### src/shared/timing_ref_pkg.sv
// Constants for timing reference insertion and recovery
package timing_ref_pkg;
    localparam int NUM_LINKS = 8;
    localparam int LINK_IDX_W = 3;
    localparam int CLK_PERIOD_PS = 25000;
    localparam int BITS_PER_BYTE = 8;
    localparam int BIT_PERIOD_PS = CLK_PERIOD_PS / BITS_PER_BYTE;
    localparam int PULSE_BITS = 16;
    localparam int PULSE_CYCLES = PULSE_BITS / BITS_PER_BYTE;
    localparam logic [1:0] PULSE_CNT_LOAD = 2'(PULSE_CYCLES);
    localparam logic [7:0] MARK_RESET = 8'h00;
    localparam logic [2:0] LINK_SEL_RESET = 3'h0;
    localparam int SYNC_STAGES = 3;
endpackage

### src/rtl/pin_sync.sv
// Three-stage pin synchroniser with agreement filter and rising-edge pulse
`timescale 1ns/1ps
module pin_sync #(
    parameter int W = 1
) (
    // Clock and reset
    input wire logic CLK,
    input wire logic NRST,
    // Asynchronous pin
    input wire logic [W-1:0] PIN,
    // Filtered level and bitwise rising-edge pulses
    output logic [W-1:0] LEVEL,
    output logic [W-1:0] RISE
);
    typedef struct packed {
        logic [W-1:0] s1;
        logic [W-1:0] s2;
        logic [W-1:0] s3;
        logic [W-1:0] level;
        logic [W-1:0] rise;
    } sync_s;

    sync_s cur_q;
    sync_s nxt_d;

    always_comb begin
        nxt_d = cur_q;
        nxt_d.s1 = PIN;
        nxt_d.s2 = cur_q.s1;
        nxt_d.s3 = cur_q.s2;
        nxt_d.rise = '0;
        // A change counts only once stages two and three agree
        for (int i = 0; i < W; i++) begin
            if (cur_q.s2[i] == cur_q.s3[i]) begin
                nxt_d.level[i] = cur_q.s3[i];
                nxt_d.rise[i] = cur_q.s3[i] & ~cur_q.level[i];
            end
        end
    end

    always_ff @(posedge CLK or negedge NRST) begin
        if (!NRST) begin
            cur_q <= '0;
        end else begin
            cur_q <= nxt_d;
        end
    end

    assign LEVEL = cur_q.level;
    assign RISE = cur_q.rise;
endmodule // pin_sync

### src/rtl/timing_ref_insert_recover.sv
// Timing reference insertion into transmit cells and recovery from one receive link
//
// Summary of operation
// - Serial bit rate is eight times the reference clock rate: one clock per serial byte.
// - One reference clock times both transmit synthesis and receive recovery.
// - Link data is NRZ both ways; byte lanes here pass NRZ bytes unchanged.
// - Timing reference edges are carried to the far end on every transmit link.
// - A rising reference edge is marked in the next cell to start after the cycle it is detected in.
// - Recovered reference comes from markers on exactly one receive link.
// - Recovered output rises on a serial byte boundary, i.e. a clock edge.
// - Each recovered pulse stays high sixteen bit periods, two reference clocks.
`timescale 1ns/1ps
module timing_ref_insert_recover (
    // Reference clock (one period per serial byte) and reset
    input wire logic CLK,
    input wire logic NRST,
    // Transmit timing reference pin
    input wire logic TX_TIMING_REF_IN,
    // Transmit cell framing, one bit per link, from the cell transmitter
    input wire logic [7:0] TX_CELL_START,
    output logic [7:0] TX_CELL_MARK,
    // Transmit NRZ byte lanes, one byte per clock per link
    input wire logic [63:0] TX_LINK_BYTES,
    output logic [63:0] SERIAL_TX_PAIR,
    // Receive NRZ byte lanes and cell marker decode, one bit per link
    input wire logic [63:0] SERIAL_RX_PAIR,
    output logic [63:0] RX_LINK_BYTES,
    input wire logic [7:0] RX_CELL_MARK,
    // Source link for the recovered reference, static strap
    input wire logic [2:0] RX_LINK_SELECT,
    // Recovered timing reference
    output logic RX_TIMING_REF_OUT
);
    typedef struct packed {
        logic [7:0] pending;
        logic [7:0] mark;
        logic [63:0] tx_bytes;
        logic [63:0] rx_bytes;
        logic [1:0] pulse_cnt;
        logic ref_out;
    } state_s;

    state_s cur_q;
    state_s nxt_d;
    logic ref_rise;
    logic [2:0] link_sel;

    // Reference edge detected only after three-stage synchronisation
    pin_sync #(.W(1)) u_ref_sync (
        .CLK(CLK),
        .NRST(NRST),
        .PIN(TX_TIMING_REF_IN),
        .LEVEL(),
        .RISE(ref_rise)
    );

    // Select strap crosses from the board, so it gets the same filter
    pin_sync #(.W(timing_ref_pkg::LINK_IDX_W)) u_sel_sync (
        .CLK(CLK),
        .NRST(NRST),
        .PIN(RX_LINK_SELECT),
        .LEVEL(link_sel),
        .RISE()
    );

    function automatic logic link_bit(input logic [7:0] v, input logic [2:0] idx);
        link_bit = v[idx];
    endfunction

    always_comb begin
        nxt_d = cur_q;
        // CLK is the reference clock: each edge is one serial byte boundary on every link
        nxt_d.tx_bytes = TX_LINK_BYTES;
        nxt_d.rx_bytes = SERIAL_RX_PAIR;
        for (int l = 0; l < timing_ref_pkg::NUM_LINKS; l++) begin
            // Cell start consumes the pending mark for this link
            if (TX_CELL_START[l]) begin
                nxt_d.mark[l] = cur_q.pending[l];
                nxt_d.pending[l] = 1'b0;
            end
            // Set wins over clear: an edge at cell start goes to the following cell
            if (ref_rise) begin
                nxt_d.pending[l] = 1'b1;
            end
        end
        // A second edge before a cell leaves merges with the first
        if (cur_q.pulse_cnt != 2'h0) begin
            nxt_d.pulse_cnt = cur_q.pulse_cnt - 2'h1;
        end
        // Only the selected link may start a pulse; retriggers during a pulse are
        // ignored since the reference runs below the cell rate
        if (cur_q.pulse_cnt == 2'h0 && link_bit(RX_CELL_MARK, link_sel)) begin
            nxt_d.pulse_cnt = timing_ref_pkg::PULSE_CNT_LOAD;
        end
        // Registered output rises on a clock edge, i.e. a byte boundary
        nxt_d.ref_out = (nxt_d.pulse_cnt != 2'h0);
    end

    always_ff @(posedge CLK or negedge NRST) begin
        if (!NRST) begin
            cur_q.pending <= timing_ref_pkg::MARK_RESET;
            cur_q.mark <= timing_ref_pkg::MARK_RESET;
            cur_q.tx_bytes <= 64'h0;
            cur_q.rx_bytes <= 64'h0;
            cur_q.pulse_cnt <= 2'h0;
            cur_q.ref_out <= 1'b0;
        end else begin
            cur_q <= nxt_d;
        end
    end

    assign TX_CELL_MARK = cur_q.mark;
    assign SERIAL_TX_PAIR = cur_q.tx_bytes;
    assign RX_LINK_BYTES = cur_q.rx_bytes;
    assign RX_TIMING_REF_OUT = cur_q.ref_out;
endmodule // timing_ref_insert_recover

### config.mk
export PLATFORM = sky130hd
export DESIGN_NAME = timing_ref_insert_recover
export DESIGN_NICKNAME = d
export VERILOG_FILES = /design/src/shared/timing_ref_pkg.sv /design/src/rtl/pin_sync.sv /design/src/rtl/timing_ref_insert_recover.sv
export SDC_FILE = /design/constraint.sdc
export NUM_CORES = 1
export LEC_CHECK = 0
export BUFFER_PORTS_ARGS = -buffer_cell sky130_fd_sc_hd__buf_2
export CORE_ASPECT_RATIO = 0.9
export CORE_MARGIN = 3
export CORE_UTILIZATION = 35
export DETAILED_ROUTE_END_ITERATION = 6
export SETUP_SLACK_MARGIN = 0.2
export SYNTH_ARGS = -nofsm -noshare
export SYNTH_HDL_FRONTEND = slang
export SYNTH_SLANG_ARGS = --single-unit
### constraint.sdc
create_clock -name CLK -period 3.7 [get_ports CLK]
set_input_delay 0.74 -clock CLK [delete_from_list [all_inputs] [get_ports CLK]]
set_output_delay 0.74 -clock CLK [all_outputs]
set_load 0.02 [all_outputs]
==> results of run 1 <==
how the worst min path moves through the flow:
stage | start | to | slack [ns]
finish | NRST | RX_LINK_BYTES[5] | 0.34
global placement | u_ref_sync.cur_q[4] | u_ref_sync.cur_q[3] | 0.33
detailed placement | u_sel_sync.cur_q[12] | u_sel_sync.cur_q[9] | 0.34
CTS | u_sel_sync.cur_q[12] | u_sel_sync.cur_q[9] | 0.35
floorplan | u_ref_sync.cur_q[4] | u_ref_sync.cur_q[3] | 0.33
global route | u_sel_sync.cur_q[13] | u_sel_sync.cur_q[10] | 0.36
placed cells by master, fill, tap and decap left out, types with 2 or more instances in the layout:
cell	count
nor2_1	3
clkbuf_16	17
maj3_1	3
nand2_1	3
mux2_2	9
o41ai_1	2
buf_2	285
clkinv_4	5
a21o_1	8
inv_8	2
inv_1	9
mux2i_1	3
dfrtp_1	164
inv_6	5
metal layers:
layer  vias to the layer above  GRT usage  routed length, um
li1                       1291          -                  -
met4                         4     0.0552                198
met2                       181      0.200               4920
met1                      1362      0.127               3490
met5                         -          0                 21
met3                        18     0.0788               1560
state kept, by name (all words and copies together) (netlist names):
register / flops
TX_CELL_MARK: 8
RX_LINK_BYTES: 64
SERIAL_TX_PAIR: 64
cur_q: 10
u_sel_sync.cur_q: 9
RX_TIMING_REF_OUT: 1
u_sel_sync.LEVEL: 3
u_ref_sync.LEVEL: 1
u_ref_sync.RISE: 1
u_ref_sync.cur_q: 3
logic make-up (layout without fill, tap and decap cells):
family / count (synthesis) / after routing / share of synthesized area
DFF: 164 / 164 / 0.750
buffers and inverters: 147 / 329 / 0.195
and+or+nand+nor: 10 / 10 / 0.00891
adders and majority gates: 3 / 3 / 0.00548
AOI/OAI and AO/OA: 12 / 12 / 0.0167
muxes: 12 / 12 / 0.0240
layout make-up:
cell class,count,share of cell area
clock buffers,19,0.0658
well taps,198,0.0368
multi-input cells,37,0.0448
inverters,9,0.00502
repair buffers,288,0.218
flip-flops and latches,164,0.609
clock inverters,13,0.0208
power by group through the flow:
| stage | logic (mW) | clock network, mW | registers (mW) |
|---|---|---|---|
| floorplan | 0.291 | 0 | 1.99 |
| global placement | 0.387 | 0 | 1.99 |
| detailed placement | 0.395 | 0 | 1.99 |
| CTS | 0.395 | 1.76 | 1.96 |
| global route | 0.423 | 1.85 | 1.97 |
| finish | 0.386 | 1.70 | 1.96 |
metrics by stage:
step / utilization / instance area [um^2] / setup WS, ns / hold slack, ns / std cells
final: 0.448 / 6740 / 1.99 / 0.343 / 728
after global routing: 0.448 / 6740 / 1.94 / 0.357 / 728
after CTS: 0.448 / 6740 / 1.96 / 0.352 / 728
after detailed placement: 0.409 / 6150 / 2.05 / 0.338 / 696
after global placement: 0.409 / 6150 / 2.12 / 0.334 / 696
after floorplan: - / 5480 / 2.27 / 0.331 / 348
==> impl_metrics.toml, run 1 <==
[cells_and_area]
drive_gt1_frac = 0.621
final-seq-area_um2 = 4100
num_antenna_cells = 0
multiInputGateArea_um2 = 302
area_growth_pct = 23.0
nNetsFinal = 667
fillers = 1384

[global_route]
antenna_found_initial = 2
grt_overflow = 0
grt_max_degree = 83
grt_pass1_vias = 3307
grt_pass1_wl_um = 16200
grt_usage = 0.125

[drt]
ant_nets = 0
drc = 0
drt_iter0_markers = 79
wl_per_cell_um = 14.0
via_per_inst = 3.92
first_pass_iters = 4
vias = 2856
wirelength_um = 10200

[yosys]
synth_cell_types = 18
yosys-top-cells-count = "dfrtp_1 (164), buf_4 (136), inv_1 (9), mux2_2 (9), a21o_1 (8)"
synth.most_common_cell = "dfrtp_1"
ys_seq_area_frac = 0.750
synth_top_area_frac = 0.750
synthArstFlopShare = 1.00
synth_area_leaders = "dfrtp_1 (75%), buf_4 (19%), mux2_2 (1.9%)"
yosys_warnings = 0
synth_top_area_cell = "dfrtp_1"
synth_area_um2 = 5480
syn_nets = 498
syn_inst = 348
synth_edf_count = 0
avgSynthCellArea_um2 = 15.7
synth_ff_type = "dfrtp_1"
ys_ff_latch = 164

[clock_tree]
clock_sinks = 164
clock_latency_ns = 0.41
tritoncts = "done"
cts_buffer_depth = 2
cts-htree-levels = 4
cts_buffers = 17
clk_pin_slew_ns = 0.06
ctsHoldBuffers = 0
ctsResizeCount = 0
clock-root-buffer = "clkbuf_16"
postCtsSetupBuffers = 0

[die]
dieHeight_um = 125
die_area_um2 = 17200
start_util = 0.364
pin_count = 287
rows = 42
coreArea_um2 = 15000
fp.dieW_um = 138

[worst_setup_path]
crit_family = "flip-flops"
crit_buf_inv = 1
crit_required_ns = 2.96
startpoint_type = "flop"
worstPathMaxFanout = 2
critPathKind = "flop to primary output"
worstPathArrival_ns = 0.97
cp-end-kind = "primary output"
startpoint = "TX_CELL_MARK[3]"
rrSetupSlack_ns = 2.36
path_cells = "buf_2"
worst_path_largest_cell_delay_ns = 0.39
r2r-start = "u_sel_sync.LEVEL[1]"
cp.depth = 1
slowest_stage = "dfrtp_1"
endpoint = "TX_CELL_MARK[3]"
regToRegEndpoint = "cur_q[2]"
reg2reg_depth = 3

[pwr]
leakage_nw = 3.60
ir_worst_vdd_mv = 0.399
power.switching_mw = 1.01
power_density_nw_per_um2 = 600
combPwrFrac = 0.095
p_int_mw = 3.04
switching_share = 0.249
clkPwrFrac = 0.421
power_frac_seq = 0.484
power_mw = 4.04

[timing]
setup_violations = 0
skew_ns = 0.00506
slew_viol_final = 0
min_period_ns = 1.71
setup-tns-final_ns = 0
relSlewSlack = 0.511
worst_pin_slew_ns = 0.733
finalHoldViolCount = 0
rsz0062_at_grt = "no"
clock.fmax_mhz = 585
min_period_over_period = 0.462

[placement]
portBuffers = 286
place_hpwl_um = 7910
gpl.final_weighted_congestion = 0.744

[job]
maxCapViolations = 0

[min_path]
hp-class = "primary input to asynchronous set/reset pin"

[status]
status = "completed"
Power figures use the tool's default switching activity.
==> run 2, diff against run 1 <==
--- a/config.mk
+++ b/config.mk
@@ -10,6 +10,7 @@
 export CORE_MARGIN = 3
 export CORE_UTILIZATION = 35
 export DETAILED_ROUTE_END_ITERATION = 6
+export PLACE_DENSITY = 0.67
 export SETUP_SLACK_MARGIN = 0.2
 export SYNTH_ARGS = -nofsm -noshare
 export SYNTH_HDL_FRONTEND = slang
==> constraint.sdc (replaced) <==
create_clock -name CLK -period 1.5 [get_ports CLK]
set_input_delay 0.3 -clock CLK [delete_from_list [all_inputs] [get_ports CLK]]
set_output_delay 0.3 -clock CLK [all_outputs]
set_load 0.02 [all_outputs]
==> impl_metrics.toml, run 2 (same netlist as run 1, synthesis figures left out) <==
[status]
status = "completed"

[cells_and_area]
area_growth_pct = 50.5
nNetsFinal = 807
num_antenna_cells = 0
fillers = 1179
layout_commonest_cell = "buf_2"
final_cell_mix = "buf_2 (276), dfrtp_1 (162), dlygate4sd3_1 (133)"
final_cells = 868
drive_gt1_frac = 0.509

[clock_tree]
tritoncts = "done"
clock-root-buffer = "clkbuf_16"
cts_buffers = 17
clock_latency_ns = 0.41
clock_sinks = 164
cts-htree-levels = 4
clk_pin_slew_ns = 0.07
cts_buffer_depth = 2

[timing]
clock.fmax_mhz = 791
skew_ns = 0.00137
layout_setup_ws_ns = 0.236
finalHoldViolCount = 0
min_period_ns = 1.26
slew_viol_final = 0
setup-tns-final_ns = 0
setup_violations = 0
worst_pin_slew_ns = 0.314
min_period_over_period = 0.843
rsz0062_at_grt = "yes"
relSlewSlack = 0.790

[drt]
drc = 0
wl_per_cell_um = 15.3
drt_iter0_markers = 36
via_per_inst = 3.93
vias = 3409
ant_nets = 0
first_pass_iters = 3
wirelength_um = 13300

[pwr]
p_int_mw = 7.90
combPwrFrac = 0.127
power_density_nw_per_um2 = 1280
power.switching_mw = 2.61
clkPwrFrac = 0.411
power_frac_seq = 0.461
leakage_nw = 4.22
switching_share = 0.248
ir_worst_vdd_mv = 0.947

[die]
rows = 42
fp.dieW_um = 138
dieHeight_um = 125
die_area_um2 = 17200
pin_count = 287
coreArea_um2 = 15000
start_util = 0.364

[min_path]
hp-class = "primary input to flop"

[global_route]
antenna_found_initial = 0
grt_overflow = 0
grt_max_degree = 45
grt_pass1_wl_um = 20300
grt_pass1_vias = 3974
grt_usage = 0.157

[worst_setup_path]
startpoint_type = "flop"
worst_path_largest_cell_delay_ns = 0.38
worstPathArrival_ns = 0.96
path_cells = "buf_2"
critPathKind = "flop to primary output"
worstPathMaxFanout = 1
slowest_stage = "dfrtp_1"
crit_family = "flip-flops"
cp-end-kind = "primary output"
crit_buf_inv = 1
crit_required_ns = 1.20

[placement]
portBuffers = 286
place_hpwl_um = 8370
gpl.final_weighted_congestion = 0.759
pre_cts_slack_ns = 0.193
dp_cells = 701

[job]
maxCapViolations = 0
-- run 2: changes by cell type in the layout (fill, tap and decap cells not counted), moves of 2 or more --
cell / before / now
o41ai_2: 0 / 2
buf_4: 1 / 6
dfrtp_2: 0 / 2
buf_12: 1 / 3
dlygate4sd3_1: 0 / 133
dfrtp_1: 164 / 162
buf_6: 1 / 10
buf_2: 285 / 276
o41ai_1: 2 / 0
-- run 2: routing by layer --
layer  GRT usage  share of wire  up-vias
met4      0.0593          0.018        0
met5           0              0        -
met1       0.152           0.34     1632
li1            -              -     1573
met2       0.279           0.53      185
met3      0.0796           0.12       19
-- run 2: final cells by class --
type                    instances  area [um^2]  share of cell area
repair buffers                428         2930               0.356
inverters                       9         33.8             0.00410
flip-flops and latches        164         4110               0.498
clock inverters                14          169              0.0205
multi-input cells              37          322              0.0390
well taps                     198          248              0.0301
clock buffers                  18          429              0.0521
-- run 2: repair_timing --
action | in CTS | in global routing
gates cloned | 0 | 0
resized for setup | 6 | 18
hold buffers | 132 | 1
setup endpoints to repair | 4 | 9
setup buffers | 0 | 2
pin swaps | 0 | 2
endpoints found under the hold margin | 153 | 1
-- run 2: per-stage QoR --
stage                     utilization  total power, mW  hold slack (ns)  instance area, um^2
after CTS                       0.543             10.5          0.00492                 8160
after global placement          0.414             5.89            0.209                 6210
final                           0.548             10.5            0.143                 8240
after detailed placement        0.414             5.92            0.208                 6210
after global routing            0.548             11.0            0.115                 8240
after floorplan                     -             5.62          0.00441                 5480
-- run 2: path summary, 6_finish.rpt --
kind | to | from | cells past startpoint | slack, ns
setup / recovery | RX_LINK_BYTES[63] | RX_LINK_BYTES[63] | 1 | 0.24
hold reg to reg | u_sel_sync.cur_q[9] | u_sel_sync.cur_q[12] | 0 | 0.35
setup reg to reg | cur_q[2] | u_sel_sync.LEVEL[1] | 3 | 0.27
max in group asynchronous | u_sel_sync.LEVEL[1] | NRST | 3 | 0.63
min in group asynchronous | RX_LINK_BYTES[43] | NRST | 2 | 0.34
hold / removal | TX_CELL_MARK[7] | TX_CELL_START[7] | 2 | 0.14
-- run 2: power by group through the flow --
| stage | Combinational [mW] | Sequential [mW] | Clock, mW |
|---|---|---|---|
| after floorplan | 0.719 | 4.90 | 0 |
| after global placement | 0.980 | 4.90 | 0 |
| after detailed placement | 0.999 | 4.92 | 0 |
| after CTS | 1.28 | 4.84 | 4.42 |
| after global routing | 1.45 | 4.87 | 4.65 |
| final | 1.34 | 4.85 | 4.32 |
